### src/rtl/mpf_defines.svh
// Constants for the mode pin function selector.
// Assumes inclusion by bare name from the rtl folder.
`ifndef MPF_DEFINES_SVH
`define MPF_DEFINES_SVH
`define MPF_ADDR_W        24
`define MPF_NORMAL_AW     16
`define MPF_ONEMEG_AW     20
`define MPF_ADV_AW        24
`define MPF_MASK_NORMAL   24'h00FFFF
`define MPF_MASK_ONEMEG   24'h0FFFFF
`define MPF_MASK_ADV      24'hFFFFFF
`define MPF_MODE_RESET    3'h7
`define MPF_MODE_1        3'h1
`define MPF_MODE_2        3'h2
`define MPF_MODE_3        3'h3
`define MPF_MODE_4        3'h4
`define MPF_MODE_5        3'h5
`endif

### src/rtl/mpf_pkg.sv
// Types for the mode pin function selector.
// Assumes nothing beyond the defines header.
package mpf_pkg;
  typedef enum logic [2:0] {
    MPF_SAMPLE = 3'h0,
    MPF_HOLD   = 3'h1
  } mpf_state_t;
  typedef logic [2:0] mpf_mode_t;
endpackage

### src/rtl/mpf_sel_if.sv
// Carrier between the mode latch and the pin selector.
// Assumes one clock domain.
`timescale 1ns/1ps
interface mpf_sel_if;
  logic [2:0] heldMode;
  logic       modeValid;
  modport latch (output heldMode, output modeValid);
  modport user  (input heldMode, input modeValid);
endinterface

### src/rtl/mpf_mode_latch.sv
// Samples the mode straps on the first edge after reset release and holds them.
// Assumes straps are stable while reset is applied.
`timescale 1ns/1ps
`include "mpf_defines.svh"
module mpf_mode_latch
  import mpf_pkg::*;
(
  // Clock and reset
  input wire logic clk,
  input wire logic rst_b,
  // Straps
  input wire logic modeSelectBit0,
  input wire logic modeSelectBit1,
  input wire logic modeSelectBit2,
  // Held mode
  mpf_sel_if.latch sel
);
  mpf_state_t state_q;
  mpf_mode_t  mode_q;

  // Strap caught on the first edge after release, never in reset
  always_ff @(posedge clk or negedge rst_b) begin
    if (!rst_b) begin
      state_q <= MPF_SAMPLE;
    end else begin
      unique case (state_q)
        MPF_SAMPLE: begin
          state_q <= MPF_HOLD;
        end
        MPF_HOLD: begin
          state_q <= MPF_HOLD;
        end
        // Unused codes fall to hold, never a second strap sample
        default: begin
          state_q <= MPF_HOLD;
        end
      endcase
    end
  end

  always_ff @(posedge clk or negedge rst_b) begin
    if (!rst_b) begin
      mode_q <= `MPF_MODE_RESET;
    end else if (state_q == MPF_SAMPLE) begin
      mode_q <= {modeSelectBit2, modeSelectBit1, modeSelectBit0};
    end
  end

  assign sel.heldMode  = mode_q;
  assign sel.modeValid = (state_q == MPF_HOLD);
endmodule // mpf_mode_latch

### src/rtl/mpf_pin_select.sv
// Pin function selector driven by the held operating mode.
// Assumes port-control inputs are synchronous to clk.
// Notes on behaviour
// - Modes 1, 3, 5 give the lower data byte pins port function after reset.
// - Modes 2 and 4 give the lower data byte pins data bus function after reset.
// - Normal CPU mode limits addresses to 64 kilobytes outside the one-megabyte modes.
// - Advanced CPU mode allows up to 16 megabytes outside the one-megabyte modes.
// - One-megabyte modes use 20-bit addresses, top four bits ignored.
// - Address line 20 is dedicated in modes 3, 4, shared in 5, undriven otherwise.
// - Clock output is dedicated in modes 1 to 4, shared with port six bit 7 in 0 and 5 to 7.
`timescale 1ns/1ps
`include "mpf_defines.svh"
module mpf_pin_select
  import mpf_pkg::*;
(
  // Clock and reset
  input  wire logic                    clk,
  input  wire logic                    rst_b,
  // Mode straps
  input  wire logic                    modeSelectBit0,
  input  wire logic                    modeSelectBit1,
  input  wire logic                    modeSelectBit2,
  // Software controls
  input  wire logic                    cpuAdvanced,
  input  wire logic                    lowByteBusWr,
  input  wire logic                    lowByteBusSet,
  input  wire logic                    clkPinPortSel,
  input  wire logic                    addr20PortSel,
  // Effective address
  input  wire logic [`MPF_ADDR_W-1:0] effAddr,
  // Pad selects
  output logic [2:0]                   heldModeOut,
  output logic                         modeReady,
  output logic                         portFourLinesAsBus,
  output logic                         strobesAsBus,
  output logic                         portSixLinesAsStrobes,
  output logic                         clockOutDedicated,
  output logic                         clockOutEnable,
  output logic                         addressLineTwentyEnable,
  output logic [`MPF_ADDR_W-1:0]      pinAddr
);
  mpf_sel_if sel ();

  // Straps are caught once per reset inside the latch
  mpf_mode_latch uLatch (
    .clk            (clk),
    .rst_b          (rst_b),
    .modeSelectBit0 (modeSelectBit0),
    .modeSelectBit1 (modeSelectBit1),
    .modeSelectBit2 (modeSelectBit2),
    .sel            (sel)
  );

  // Mode decodes shared by several concerns
  function automatic logic is_one_meg(input logic [2:0] m);
    is_one_meg = (m == `MPF_MODE_1) || (m == `MPF_MODE_2);
  endfunction

  function automatic logic is_ext(input logic [2:0] m);
    is_ext = (m >= `MPF_MODE_1) && (m <= `MPF_MODE_5);
  endfunction

  function automatic logic is_low_bus_default(input logic [2:0] m);
    is_low_bus_default = (m == `MPF_MODE_2) || (m == `MPF_MODE_4);
  endfunction

  function automatic logic is_clk_dedicated(input logic [2:0] m);
    is_clk_dedicated = (m >= `MPF_MODE_1) && (m <= `MPF_MODE_4);
  endfunction

  function automatic logic is_a20_dedicated(input logic [2:0] m);
    is_a20_dedicated = (m == `MPF_MODE_3) || (m == `MPF_MODE_4);
  endfunction

  function automatic logic is_a20_shared(input logic [2:0] m);
    is_a20_shared = (m == `MPF_MODE_5);
  endfunction

  logic                   modeValidDly_q;
  logic [2:0]             heldMode_q;
  logic                   lowBus_q;
  logic [`MPF_ADDR_W-1:0] addrMask;
  logic [`MPF_ADDR_W-1:0] pinAddr_d;
  logic                   portFourLinesAsBus_d;
  logic                   strobesAsBus_d;
  logic                   portSixLinesAsStrobes_d;
  logic                   clockOutDedicated_d;
  logic                   clockOutEnable_d;
  logic                   addressLineTwentyEnable_d;

  // Delayed valid marks the one edge that loads the reset default
  always_ff @(posedge clk or negedge rst_b) begin
    if (!rst_b) begin
      modeValidDly_q <= 1'b0;
    end else begin
      modeValidDly_q <= sel.modeValid;
    end
  end

  // Mode copy stays frozen until the next reset
  always_ff @(posedge clk or negedge rst_b) begin
    if (!rst_b) begin
      heldMode_q <= `MPF_MODE_RESET;
    end else begin
      heldMode_q <= sel.heldMode;
    end
  end

  // Reset choice set once per reset, software may flip it later
  always_ff @(posedge clk or negedge rst_b) begin
    if (!rst_b) begin
      lowBus_q <= 1'b0;
    end else if (sel.modeValid && !modeValidDly_q) begin
      lowBus_q <= is_low_bus_default(sel.heldMode);
    end else if (lowByteBusWr && is_ext(heldMode_q)) begin
      lowBus_q <= lowByteBusSet;
    end
  end

  // Width limit: upper lines read zero, never stale bits
  always_comb begin
    if (is_one_meg(heldMode_q)) begin
      addrMask = `MPF_MASK_ONEMEG;
    end else if (cpuAdvanced) begin
      addrMask = `MPF_MASK_ADV;
    end else begin
      addrMask = `MPF_MASK_NORMAL;
    end
  end

  // Per-bit gate keeps each pad bit independent of the others
  for (genvar b = 0; b < `MPF_ADDR_W; b++) begin : gAddrBit
    assign pinAddr_d[b] = effAddr[b] & addrMask[b];
  end

  // Pad select next values; mode 0 falls to the single-chip side
  always_comb begin
    portFourLinesAsBus_d      = lowBus_q && is_ext(heldMode_q);
    strobesAsBus_d            = is_ext(heldMode_q);
    portSixLinesAsStrobes_d   = !is_ext(heldMode_q);
    clockOutDedicated_d       = is_clk_dedicated(heldMode_q);
    // Shared clock pin drives the clock unless taken as port bit
    clockOutEnable_d          = is_clk_dedicated(heldMode_q) || !clkPinPortSel;
    addressLineTwentyEnable_d = is_a20_dedicated(heldMode_q)
                                || (is_a20_shared(heldMode_q) && !addr20PortSel);
  end

  // Mode word shown to the pad ring
  always_ff @(posedge clk or negedge rst_b) begin
    if (!rst_b) begin
      heldModeOut <= `MPF_MODE_RESET;
    end else begin
      heldModeOut <= heldMode_q;
    end
  end

  // Ready lags the latch by two edges, so every select has settled first
  always_ff @(posedge clk or negedge rst_b) begin
    if (!rst_b) begin
      modeReady <= 1'b0;
    end else begin
      modeReady <= modeValidDly_q;
    end
  end

  // Lower data byte goes to the bus only in external modes
  always_ff @(posedge clk or negedge rst_b) begin
    if (!rst_b) begin
      portFourLinesAsBus <= 1'b0;
    end else begin
      portFourLinesAsBus <= portFourLinesAsBus_d;
    end
  end

  always_ff @(posedge clk or negedge rst_b) begin
    if (!rst_b) begin
      strobesAsBus <= 1'b0;
    end else begin
      strobesAsBus <= strobesAsBus_d;
    end
  end

  always_ff @(posedge clk or negedge rst_b) begin
    if (!rst_b) begin
      portSixLinesAsStrobes <= 1'b0;
    end else begin
      portSixLinesAsStrobes <= portSixLinesAsStrobes_d;
    end
  end

  always_ff @(posedge clk or negedge rst_b) begin
    if (!rst_b) begin
      clockOutDedicated <= 1'b0;
    end else begin
      clockOutDedicated <= clockOutDedicated_d;
    end
  end

  always_ff @(posedge clk or negedge rst_b) begin
    if (!rst_b) begin
      clockOutEnable <= 1'b0;
    end else begin
      clockOutEnable <= clockOutEnable_d;
    end
  end

  // Shared pin in mode 5 stays with the port when software asks
  always_ff @(posedge clk or negedge rst_b) begin
    if (!rst_b) begin
      addressLineTwentyEnable <= 1'b0;
    end else begin
      addressLineTwentyEnable <= addressLineTwentyEnable_d;
    end
  end

  // One cycle of latency traded for a flop-driven address pad
  always_ff @(posedge clk or negedge rst_b) begin
    if (!rst_b) begin
      pinAddr <= '0;
    end else begin
      pinAddr <= pinAddr_d;
    end
  end
endmodule // mpf_pin_select

### config.mk
export PLATFORM = sky130hd
export DESIGN_NAME = mpf_pin_select
export DESIGN_NICKNAME = d
export VERILOG_FILES = /design/src/rtl/mpf_pkg.sv /design/src/rtl/mpf_sel_if.sv /design/src/rtl/mpf_mode_latch.sv /design/src/rtl/mpf_pin_select.sv
export VERILOG_INCLUDE_DIRS = /design/src /design/src/rtl
export SDC_FILE = /design/constraint.sdc
export NUM_CORES = 1
export LEC_CHECK = 0
export ABC_AREA = 1
export ABC_CLOCK_PERIOD_IN_PS = 2500
export BUFFER_PORTS_ARGS = -buffer_cell sky130_fd_sc_hd__buf_2
export CORE_ASPECT_RATIO = 1.75
export CORE_MARGIN = 2
export CORE_UTILIZATION = 47
export DETAILED_ROUTE_END_ITERATION = 8
export HOLD_SLACK_MARGIN = 0.08
export PLACE_DENSITY = 0.92
export SLEW_MARGIN = 20
export SYNTH_ARGS = -nofsm -noshare
export SYNTH_HDL_FRONTEND = slang
export SYNTH_SLANG_ARGS = --single-unit
### constraint.sdc
create_clock -name clk -period 2.5 [get_ports clk]
set_clock_uncertainty 0.1 [all_clocks]
set_input_delay 0.125 -clock clk [delete_from_list [all_inputs] [get_ports clk]]
set_output_delay 0.125 -clock clk [all_outputs]
set_load 0.03 [all_outputs]
**Word level (Yosys, flattened, before mapping)**

Cells that the tools add are included.

- $lt $le $gt $ge: 3
- Eq/ne operators: 7
- Mux-type cells: 4
- Bitwise logic cells: 24
- Reduce and logical (&&, ||, !) cells: 17

Operators with widths:

| operator | count |
|---|---|
| $mux 24 | 2 |
| $and 1x1->1 | 24 |
| $eq 3x2->1 const B | 3 |
| $eq 3x3->1 const B | 3 |
| $le 3x3->1 const B | 2 |
| $logic_and 1x1->1 | 6 |
| $logic_or 1x1->1 | 5 |
| $logic_not 1->1 | 4 |
| $eq 3x1->1 const B | 1 |
| $ge 3x1->1 const B | 1 |
| $logic_not 3->1 | 1 |
| $mux 1 | 2 |
| $reduce_bool 2->1 | 1 |

- Bits in registers: 43
- Bits of input ports: 34
- Output and inout bits: 34
- Word-level logic and storage cells: 69

**Depth between registers and ports, before layout**

Gate-level depths: netlist of run 1.

- Word-level depth: 5
- Gate-level depth with buffers: 7
- Mapped depth without buffers: 7

**By module**

A second synthesis of run 1 with hierarchy kept.

- Cell total of the unflattened synthesis: 102
- Area, all modules: 1,373.8 um2

By module, submodules not included:

| module | times used | cells an instance | area each (um2) | seq. area each (um2) |
|---|---|---|---|---|
| mpf_pin_select | 1 | 87 | 1,228.7 | 983.4 |
| mpf_mode_latch | 1 | 15 | 145.1 | 103.8 |

**Worst setup path after synthesis of run 1**

Ideal clock, no wire load.

- Path kind: reg-to-reg
- From: reg heldMode_q[1]
- To: reg pinAddr[20]
- Library setup time: 0.114 ns
- Arrival: 0.906 ns
- Required time: 2.286 ns
- Slack: 1.380 ns
- Stages on the path, launching flop included: 6
- Buffers on the path: 0
- Period minus slack after synthesis: 1.120 ns
- Cells stage by stage: dfstp_2 nor2_2 nor2_2 nand2_4 nand2_4 nor2_2

- Cells in the longest elaborated chain, start to end: 4
- Elaborated cells between the ends (all ways): 5
- Classes of those cells: eq/ne (2); mux (1); bitwise (1); reduce/logical (1)

RTL lines:

| what | RTL line | source |
|---|---|---|
| start: declaration | mpf_pin_select.sv:80 | `logic [2:0] heldMode_q;` |
| start signal: assignment | mpf_pin_select.sv:103 | `` heldMode_q <= `MPF_MODE_RESET; `` |
| start signal: assignment | mpf_pin_select.sv:105 | `heldMode_q <= sel.heldMode;` |
| $eq 3x1->1 (no source line) or $eq 3x2->1 (tied branches) | - |  |
| $logic_or 1x1->1 (*) | mpf_pin_select.sv:56 | `` is_one_meg = (m == `MPF_MODE_1) \|\| (m == `MPF_MODE_2); `` |
| $mux 24 (*) | mpf_pin_select.sv:122 | `if (is_one_meg(heldMode_q)) begin` |
| $and 1x1->1 (*) | mpf_pin_select.sv:133 | `assign pinAddr_d[b] = effAddr[b] & addrMask[b];` |
| net pinAddr_d[20] | mpf_pin_select.sv:83 | `` logic [`MPF_ADDR_W-1:0] pinAddr_d; `` |
| end signal: assignment | mpf_pin_select.sv:221 | `pinAddr <= pinAddr_d;` |
| end: declaration | mpf_pin_select.sv:40 | `` output logic [`MPF_ADDR_W-1:0] pinAddr `` |

Mark *: on every way through the listed nets, which the timed path passes. The rest lies on a longest branch.
A chain may end at the register's enable or synchronous reset.

**Worst setup path in the final report of run 1**

- From: reg heldMode_q[2]
- To: reg lowBus_q

- Cells in the longest elaborated chain, start to end: 4
- Elaborated cells between the ends (all ways): 5
- Classes of those cells: order compare (2); reduce/logical (3)

RTL lines:

| what | RTL line | source |
|---|---|---|
| $ge 3x1->1 (no source line) or $le 3x3->1 (tied branches) | - |  |
| $logic_and 1x1->1 (*) | mpf_pin_select.sv:60 | `` is_ext = (m >= `MPF_MODE_1) && (m <= `MPF_MODE_5); `` |
| $logic_and 1x1->1 (*) | mpf_pin_select.sv:115 | `end else if (lowByteBusWr && is_ext(heldMode_q)) begin` |
| $reduce_bool 2->1 (no source line) (*) | - |  |
| end signal: assignment | mpf_pin_select.sv:114 | `lowBus_q <= is_low_bus_default(sel.heldMode);` |
| end signal: assignment | mpf_pin_select.sv:116 | `lowBus_q <= lowByteBusSet;` |
| end: declaration | mpf_pin_select.sv:81 | `logic lowBus_q;` |

Every way passes the cells marked *; elsewhere a longest branch is shown, timed or not.

==> results.json, run 1 <==
{
  "layout-drive-gt1-share_pct": 43.93,
  "synth.cell_area_um2": 1369,
  "cts_buffers": 5,
  "max-vdd-ir-drop_uv": 521.5,
  "multi_input_area_um2": 232.7,
  "postCtsResizedCells": 0,
  "worst_pin_slew_ps": 886.8,
  "seqPwrFrac_pct": 51.9,
  "first_pass_iters": 3,
  "arrival_ps": 2350,
  "top_layer": "met4",
  "finalCritPeriodShare_pct": 88.93,
  "cts_buffer_depth": 2,
  "rsz0062_at_grt": "no",
  "ff2ff_setup_slack_ps": 280,
  "yosysSeqAreaShare_pct": 79.43,
  "synth_fp_nets": 134,
  "drc": 0,
  "routedWlPerCell_um": 14.29,
  "startpoint_type": "register",
  "route.met2.wl_mm": 1.995,
  "slew_headroom_pct": 40.88,
  "placed_cells": 194,
  "critPathMaxFanout": 6,
  "dr_total_vias": 1103,
  "core-area_um2": 2753,
  "critical_path.top_delay_family": "buffers and inverters",
  "clk-insertion-delay-late_ps": 290,
  "grt_max_degree": 44,
  "io_pins": 68,
  "final_area_um2": 2220,
  "clock_sinks": 43,
  "gp_congestion": 0.7292,
  "end_kind": "register",
  "dieArea_um2": 3377,
  "comb_power_share_pct": 18.9,
  "run_status": "complete, no violations",
  "finalNonFillerCells": 241,
  "track_usage_pct": 22.70,
  "cts.clk_slew.worst_paths_ps": 80,
  "ys_ff_latch": 43,
  "fin_tns_setup_ps": 0,
  "viasPerCell": 4.577,
  "synth_cells": 100,
  "worst-path-buf-inv": 3,
  "floorplan.rows": 25,
  "hold_viol": 0,
  "grt_pass1_vias": 1131,
  "max-cap-violations": 0,
  "critPathMostFrequentCell": "nand2_1",
  "drtIter0Drc": 13,
  "ant_nets": 0,
  "critical_path.slowest_cell": "dfstp_2",
  "dpl.hpwl_mm": 1.961,
  "portBuffers": 67,
  "grt_overflow": 0,
  "num_antenna_cells": 0,
  "syn_area_per_cell_um2": 13.69,
  "clockRootBuffer": "clkbuf_8",
  "fin_util_pct": 80.64,
  "leakagePower_nw": 1.175,
  "pwr-share-clk_pct": 29.2,
  "grt_antenna_before_repair": 0,
  "hp-class": "input port to register",
  "cts_max_level": 2,
  "fp.dieW_um": 44.80,
  "route.met3.wl_um": 171,
  "power.density_nw_per_um2": 680.3,
  "finalSetupViolations": 0,
  "post-route-min-period_ps": 2223,
  "path_cells": "inv_1, nand2_2, nand3_2, nand2_1, nand2_1, dlygate4sd3_1, nand2_1, dlygate4sd3_1",
  "p_switching_uw": 415.0,
  "p_sw_share_pct": 27.49,
  "grt_pass1_wl_mm": 5.078,
  "cp.required_ps": 2630,
  "critical_path_class": "register to register",
  "fillers": 169,
  "drt_wl_total_mm": 3.445,
  "slew_violations": 0,
  "wirelength_met1_mm": 1.053,
  "place_area_um2": 1738,
  "seq_area_um2": 1087,
  "area_delta_synth_final_pct": 62.16,
  "floorplan.initialDensity_pct": 49.73,
  "dieHeight_um": 75.39,
  "netlist-cell-type-count": 16,
  "p_int_mw": 1.095,
  "synth_warnings": 0,
  "cts_tree": "done",
  "final_nets": 247,
  "max_stage_delay_ps": 580,
  "fmax_mhz": 449.8
}
## kinds of logic (layout without fill, tap and decap cells)
group / Yosys count / in the layout / share of synthesized area (%)
AOI/OAI and AO/OA: 8 / 8 / 3.930
buffers and inverters: 13 / 127 / 3.565
DFF: 43 / 43 / 79.43
other: 1 / 1 / 0.2740
and+or+nand+nor: 35 / 35 / 12.80
## cells in the mapped netlist
master | count | area share, %
dfrtp_1 | 34 | 62
nand3_2 | 1 | 0.73
dfstp_2 | 9 | 17
a21boi_1 | 3 | 1.6
nand2_4 | 2 | 1.6
nor2_1 | 4 | 1.1
nor2_2 | 6 | 2.7
inv_1 | 13 | 3.6
o21ai_1 | 1 | 0.37
nand2_2 | 1 | 0.46
conb_1 | 1 | 0.27
nand2_1 | 19 | 5.2
nand3_1 | 1 | 0.37
nand3b_1 | 1 | 0.55
o21ai_0 | 3 | 1.1
a21boi_2 | 1 | 0.82
## layout make-up
cell class | count | area share [%]
clock buffer | 7 | 3.890
timing repair buffer | 106 | 32.69
inverter | 13 | 2.198
tap | 27 | 1.522
multi-input combinational | 44 | 10.48
clock inverter | 1 | 0.2255
sequential | 43 | 48.99
## layer usage
layer | GRT usage [%] | vias up
met5 | 0 | -
met1 | 21.06 | 518
met2 | 38.65 | 44
met3 | 7.109 | 14
met4 | 19.61 | 0
li1 | - | 527
## power groups by stage
stage               Clock, mW  Sequential [mW]  Combinational, mW
floorplan                   0            0.879             0.0508
global placement            0            0.790              0.222
detailed placement          0            0.793              0.229
CTS                     0.444            0.780              0.282
global route            0.480            0.788              0.309
finish                  0.441            0.783              0.286
## sequential cells by signal (all words and copies together), names as in the netlist, 3 cells and up
signal               cells
heldModeOut              3
pinAddr                 24
heldMode_q               3
uLatch.sel.heldMode      3
## stage by stage
stage                     setup WS (ps)  power, mW  hold WS (ps)
after global routing              155.5      1.577         122.4
after floorplan                    1380     0.9299        -270.6
after CTS                         267.2      1.507         85.06
after detailed placement           1326      1.022         134.4
final                             276.6      1.510         110.2
after global placement             1355      1.012         132.4
## what timing repair did
item,CTS,global route
endpoints found under the hold margin,64,0
hold buffers,39,0
setup buffers,0,0
endpoints found under the setup margin,0,0
## cell usage in the layout (no fill, tap or decap), drive strengths merged
master	n
dfstp	9
buf	67
nand3	2
dlygate4sd3	39
clkbuf	7
inv	13
nand2	22
nand3b	1
clkinv	1
o21ai	4
nor2	10
a21boi	4
dfrtp	34
conb	1
## worst register-to-register path, stage by stage, from the launching register on
cell	delay, ps
dfstp_2	580
inv_1	80
nand2_2	90
nand3_2	70
nand2_1	60
nand2_1	40
dlygate4sd3_1	540
nand2_1	60
dlygate4sd3_1	540
## final timing paths
kind	startpoint	end	cells after the start
max	heldMode_q[2]	lowBus_q	8
min	cpuAdvanced	pinAddr[16]	3
max reg2reg	heldMode_q[2]	lowBus_q	8
min reg2reg	uLatch.sel.heldMode[2]	heldMode_q[2]	0
max in group asynchronous	rst_b	pinAddr[14]	2
min in group asynchronous	rst_b	pinAddr[13]	2
Note: power is estimated with default switching activity, not from simulation.
==> inputs of run 2 (changes only) <==
--- a/config.mk
+++ b/config.mk
@@ -9,3 +9,3 @@
 export ABC_AREA = 1
-export ABC_CLOCK_PERIOD_IN_PS = 2500
+export ABC_CLOCK_PERIOD_IN_PS = 2000
 export BUFFER_PORTS_ARGS = -buffer_cell sky130_fd_sc_hd__buf_2
@@ -13,6 +13,6 @@
 export CORE_MARGIN = 2
-export CORE_UTILIZATION = 47
+export CORE_UTILIZATION = 40
 export DETAILED_ROUTE_END_ITERATION = 8
 export HOLD_SLACK_MARGIN = 0.08
-export PLACE_DENSITY = 0.92
+export PLACE_DENSITY = 0.84
 export SLEW_MARGIN = 20
@@ -20,2 +20,3 @@
 export SYNTH_HDL_FRONTEND = slang
+export SYNTH_HIERARCHICAL = 1
 export SYNTH_SLANG_ARGS = --single-unit
==> constraint.sdc (replaced) <==
create_clock -name clk -period 2 [get_ports clk]
set_clock_uncertainty 0.1 [all_clocks]
set_input_delay 0 -clock clk [delete_from_list [all_inputs] [get_ports clk]]
set_output_delay 0 -clock clk [all_outputs]
set_load 0.03 [all_outputs]
==> results.json, run 2 <==
{
  "total_power_mw": 1.898,
  "comb_power_share_pct": 18.4,
  "dieArea_um2": 3938,
  "synth.cell_area_um2": 1374,
  "synthTopCellsByCount": "dfrtp_1 (34), nand2_1 (23), inv_1 (12)",
  "floorplan.initialDensity_pct": 41.28,
  "slew_violations": 0,
  "synth.top_cell.area_share_pct": 61.93,
  "cts_tree": "done",
  "startpoint_type": "register",
  "pwr-share-clk_pct": 30.1,
  "synthFlopType": "dfrtp_1",
  "final_common_cell": "buf_2",
  "postCtsResizedCells": 0,
  "grt_overflow": 0,
  "cts_max_level": 2,
  "gp_congestion": 0.6896,
  "fmax_mhz": 572.5,
  "power.density_nw_per_um2": 833.8,
  "p_sw_share_pct": 25.89,
  "drtIter0Drc": 5,
  "p_switching_uw": 491.4,
  "synth_most_common_cell": "dfrtp_1",
  "post-route-min-period_ps": 1747,
  "hold_viol": 0,
  "arrival_ps": 1820,
  "netlist-cell-type-count": 17,
  "clk-insertion-delay-late_ps": 280,
  "synth_cells": 102,
  "synthTopCellsByArea": "dfrtp_1 (62%), dfstp_2 (17%), nand2_1 (6.3%), inv_1 (3.3%), nor2_2 (2.7%)",
  "critical_path_class": "register to register",
  "crit_start": "heldMode_q[1]",
  "fillers": 261,
  "post_cts_buffers": 0,
  "area_delta_synth_final_pct": 65.66,
  "ys_ff_latch": 43,
  "cts.clk_slew.worst_paths_ps": 70,
  "clock_sinks": 43,
  "floorplan.rows": 28,
  "hp-class": "input port to register",
  "ant_nets": 0,
  "max-cap-violations": 0,
  "end_kind": "register",
  "holdCritStartpoint": "effAddr[7]",
  "top_register": "pinAddr",
  "viasPerCell": 4.099,
  "seq_area_um2": 1087,
  "cts_buffers": 5,
  "grt_max_degree": 44,
  "fin_ws_ps": 253.2,
  "io_pins": 68,
  "fin_tns_setup_ps": 0,
  "run_status": "complete, no violations",
  "final_nets": 251,
  "portBuffers": 67,
  "clockRootBuffer": "clkbuf_8",
  "post-place-ws_ps": 837.0,
  "track_usage_pct": 16.67,
  "seqPwrFrac_pct": 51.4,
  "grt_pass1_wl_mm": 4.830,
  "dr_total_vias": 1078,
  "core-area_um2": 3328,
  "layout-drive-gt1-share_pct": 43.58,
  "finalNonFillerCells": 263,
  "synth_warnings": 6,
  "cts_buffer_depth": 2,
  "r2r-start": "heldMode_q[1]",
  "p_int_mw": 1.406,
  "worst_pin_slew_ps": 888.5,
  "synth_fp_nets": 136,
  "placed_cells": 214,
  "leakagePower_nw": 1.197,
  "yosysSeqAreaShare_pct": 79.14,
  "cp.required_ps": 2070,
  "grt_pass1_vias": 1177,
  "fp.dieW_um": 48.30,
  "rsz0062_at_grt": "no",
  "drc": 0,
  "slew_headroom_pct": 40.76,
  "multi_input_area_um2": 237.7,
  "largest_reg_flops": 24,
  "ys_async_sr_fraction_pct": 100.0,
  "fin_util_pct": 68.38,
  "critPathMaxFanout": 5,
  "grt_antenna_before_repair": 0,
  "num_antenna_cells": 0,
  "finalSetupViolations": 0,
  "finalCritPeriodShare_pct": 87.34,
  "drt_wl_total_mm": 2.802,
  "max-vdd-ir-drop_uv": 622.8,
  "yosysTopAreaCell": "dfrtp_1",
  "dieHeight_um": 81.53,
  "layout_common_cells": "buf_2 (67), dlygate4sd3_1 (41), dfrtp_1 (34), nand2_1 (23), inv_1 (12)",
  "routedWlPerCell_um": 10.65,
  "dpl.hpwl_mm": 1.785,
  "syn_area_per_cell_um2": 13.47,
  "first_pass_iters": 2,
  "synth_edf_count": 0
}
run 2: cell types whose count changed in the layout (fill, tap and decap cells not counted):
cell           change
inv_1              -1
nand2_1            +4
clkbuf_8           +1
dlygate4sd3_1      +2
inv_2              +1
clkinv_2           -1
o21ai_0            -2
run 2: worst max-delay path: stages (launching register included):
cell           delay [ps]
dfstp_2               570
nor2_2                 60
nor2_2                120
nand2_4                90
nand2_4               100
nor2_2                 40
dlygate4sd3_1         550
run 2: power groups by stage:
stage	clock network, mW	logic (mW)	registers, mW
floorplan	0	0.0638	1.10
global placement	0	0.277	0.991
detailed placement	0	0.284	0.993
CTS	0.596	0.352	0.976
global route	0.630	0.379	0.985
finish	0.572	0.350	0.976
run 2: logic make-up (layout without fill, tap and decap cells):
family                 Yosys count  count (layout)  share of synthesized area (%)
flip-flops                      43              43                          79.14
other                            1               1                         0.2730
buffers and inverters           13             129                          3.551
AND/OR/NAND/NOR                 39              39                          13.84
AO/OA/AOI/OAI                    6               6                          3.187
run 2: routing by layer:
layer / share of wire [%] / track usage, % / vias to the layer above
met2: 59 / 31.94 / 40
met3: 6.8 / 5.818 / 5
li1: - / - / 533
met5: 0 / 0 / -
met4: 2.8 / 10.29 / 0
met1: 31 / 14.71 / 500
run 2: worst paths after layout:
path / end / slack [ps] / cells after the start
setup / recovery: pinAddr[23] / 250 / 6
hold / removal: pinAddr[7] / 250 / 2
setup reg to reg: pinAddr[23] / 250 / 6
hold reg to reg: heldMode_q[0] / 280 / 0
max in group asynchronous: clockOutDedicated / 950 / 2
min in group asynchronous: pinAddr[22] / 280 / 2
run 2: cell type report:
| cell class | instances | share of cell area [%] |
|---|---|---|
| Sequential cell | 43 | 47.77 |
| Timing Repair Buffer | 108 | 32.77 |
| Multi-Input combinational cell | 46 | 10.45 |
| Clock buffer | 8 | 4.398 |
| Tap cell | 45 | 2.474 |
| Inverter | 13 | 2.144 |
run 2: what timing repair did:
action,in CTS,in global routing
hold buffers,41,0
endpoints found under the hold margin,64,0
setup endpoints to repair,0,0
run 2: through the flow:
step	cell area [um^2]	hold slack, ps
finish	2276	251.4
global route	2276	243.1
CTS	2276	246.1
detailed placement	1765	9.372
global placement	1765	7.456
floorplan	1374	-395.6
==> inputs of run 3 (changes only) <==
- ABC_AREA: 1 -> unset
- CORE_MARGIN: 2 -> unset
- CORE_UTILIZATION: 40 -> 39
- PLACE_DENSITY: 0.84 -> 0.83
==> results.json, run 3 <==
{
  "run_status": "complete, no violations",
  "post-place-ws_ps": 649.1,
  "synth_warnings": 6,
  "syn_area_per_cell_um2": 15.74,
  "synth.top_cell.area_share_pct": 63.61,
  "core-area_um2": 3209,
  "synth_cells": 85,
  "floorplan.initialDensity_pct": 41.68,
  "first_pass_iters": 4,
  "slew_headroom_pct": 40.39,
  "cts_buffer_depth": 2,
  "fin_ws_ps": 119.8,
  "comb_power_share_pct": 18.6,
  "clk-insertion-delay-late_ps": 280,
  "layout_common_cells": "buf_2 (67), dlygate4sd3_1 (40), dfrtp_1 (34), dfstp_2 (9), inv_1 (7)",
  "max-vdd-ir-drop_uv": 598.9,
  "synth_compound_area_share_pct": 4.116,
  "critPathMaxFanout": 9,
  "synth_top_family_by_area": "simple AND/OR/NAND/NOR gates",
  "worst_pin_slew_ps": 894.2,
  "finalSetupViolations": 0,
  "portBuffers": 67,
  "whs_path_depth": 2,
  "largest_reg_flops": 24,
  "p_sw_share_pct": 27.47,
  "fin_util_pct": 68.62,
  "dpl.hpwl_mm": 1.910,
  "drc": 0,
  "pwr-share-clk_pct": 29.1,
  "grt_antenna_before_repair": 0,
  "grt_overflow": 0,
  "grt_max_degree": 44,
  "synthFlopType": "dfrtp_1",
  "num_antenna_cells": 0,
  "floorplan.rows": 27,
  "synth_fa_ha_area_share_pct": 0,
  "drtIter0Drc": 18,
  "cp.required_ps": 2070,
  "routedWlPerCell_um": 13.88,
  "ys_ff_latch": 43,
  "post-route-min-period_ps": 1880,
  "max-cap-violations": 0,
  "synthMuxAreaShare_pct": 2.526,
  "rr_worst_depth": 4,
  "synth_fp_nets": 119,
  "viasPerCell": 4.407,
  "leakagePower_nw": 1.113,
  "synth.cell_area_um2": 1338,
  "end_kind": "register",
  "critical_path_class": "register to register",
  "ant_nets": 0,
  "finalCritPeriodShare_pct": 94.01,
  "cts.clk_slew.worst_paths_ps": 80,
  "power.density_nw_per_um2": 866.6,
  "hp-class": "input port to register",
  "area_delta_synth_final_pct": 64.64,
  "dieHeight_um": 79.47,
  "yosysTopAreaCell": "dfrtp_1",
  "synth-xor-area-share_pct": 1.310,
  "fin_tns_setup_ps": 0,
  "gp_congestion": 0.7474,
  "io_pins": 68,
  "hold_viol": 0,
  "yosysSeqAreaShare_pct": 81.29,
  "final_common_cell": "buf_2",
  "whs_ps": 240.3,
  "rsz0062_at_grt": "no",
  "slew_violations": 0,
  "cts_tree": "done",
  "synthTopCellsByArea": "dfrtp_1 (64%), dfstp_2 (18%), mux2_2 (2.5%), inv_1 (2.0%), and2_1 (1.9%)",
  "grt_pass1_vias": 1181,
  "seqPwrFrac_pct": 52.3,
  "fillers": 202,
  "dr_total_vias": 1062,
  "synth_most_common_cell": "dfrtp_1",
  "synth-simple-area-share_pct": 7.297,
  "p_int_mw": 1.384,
  "top_register": "pinAddr",
  "clockRootBuffer": "clkbuf_8",
  "clock_sinks": 43,
  "layout-drive-gt1-share_pct": 43.94,
  "fp.dieW_um": 46.27,
  "startpoint_type": "register",
  "arrival_ps": 1950,
  "fmax_mhz": 531.9,
  "total_power_mw": 1.908,
  "grt_pass1_wl_mm": 5.092,
  "final_nets": 231,
  "ys_async_sr_fraction_pct": 100.0,
  "cts_max_level": 2,
  "post_cts_buffers": 0,
  "netlist-cell-type-count": 25,
  "synth_edf_count": 0,
  "synthTopCellsByCount": "dfrtp_1 (34), dfstp_2 (9), inv_1 (7)",
  "p_switching_uw": 524.3,
  "track_usage_pct": 20.61,
  "drt_wl_total_mm": 3.344,
  "cts_buffers": 5,
  "dieArea_um2": 3677
}
==> run 3: cell types whose count changed in the layout (fill, tap and decap cells not counted), moves of 2 or more <==
cell / previous run / this run
a21boi_1: 3 / 0
nand2_4: 2 / 0
nor2_2: 6 / 0
mux2_2: 0 / 3
inv_1: 12 / 7
a21oi_1: 0 / 2
nand2_1: 23 / 3
and2_1: 0 / 4
==> run 3: layer usage <==
metal  track usage [%]  share of wire, %
met1             17.72                35
met2             36.34                53
met3             6.335               6.9
met4             15.29               5.0
met5                 0                 0
==> run 3: logic make-up after synthesis <==
logic type	after synthesis
buffers and inverters	9
multiplexers	3
flip-flops	43
XOR/XNOR	2
other	1
AND/OR/NAND/NOR	18
AO/OA/AOI/OAI	9
==> run 3: worst paths after layout <==
kind	start	endpoint	slack [ps]
worst max register to register	heldMode_q[1]	pinAddr[21]	120
worst min-delay path	effAddr[5]	pinAddr[5]	240
max in group asynchronous	rst_b	lowBus_q	960
min in group asynchronous	rst_b	pinAddr[9]	260
worst max-delay path	heldMode_q[1]	pinAddr[21]	120
worst min register to register	modeValidDly_q	modeReady	270
==> run 3: metrics by stage <==
stage	cell area, um^2	std cells
final	2202	241
after global placement	1710	193
after global routing	2202	241
after CTS	2202	241
after floorplan	1338	85
after detailed placement	1710	193
==> run 3: final cells by class <==
class | count | area (um^2) | area share (%)
flip-flops and latches | 43 | 1087 | 49.37
multi-input cells | 33 | 207.7 | 9.432
repair buffers | 107 | 735.7 | 33.41
well taps | 43 | 53.80 | 2.443
clock buffers | 7 | 86.33 | 3.920
inverters | 7 | 26.28 | 1.193
clock inverters | 1 | 5.005 | 0.2273
==> run 3: repair_timing <==
| item | CTS | global route |
|---|---|---|
| resized for setup | 0 | 0 |
| hold buffers | 40 | 0 |
| endpoints found under the hold margin | 64 | 0 |
==> run 3: power groups by stage <==
stage / Combinational, mW / Clock, mW / Sequential, mW
finish: 0.356 / 0.555 / 0.997
global route: 0.383 / 0.610 / 1.01
CTS: 0.352 / 0.556 / 0.993
detailed placement: 0.283 / 0 / 1.01
global placement: 0.277 / 0 / 1.00
floorplan: 0.0657 / 0 / 1.11
==> run 3: critical path, cell delays in order, from the launching register on <==
cell and delay (ps):
dfstp_2 630, xnor2_1 120, o21ai_1 280, nor2_1 80, dlygate4sd3_1 560
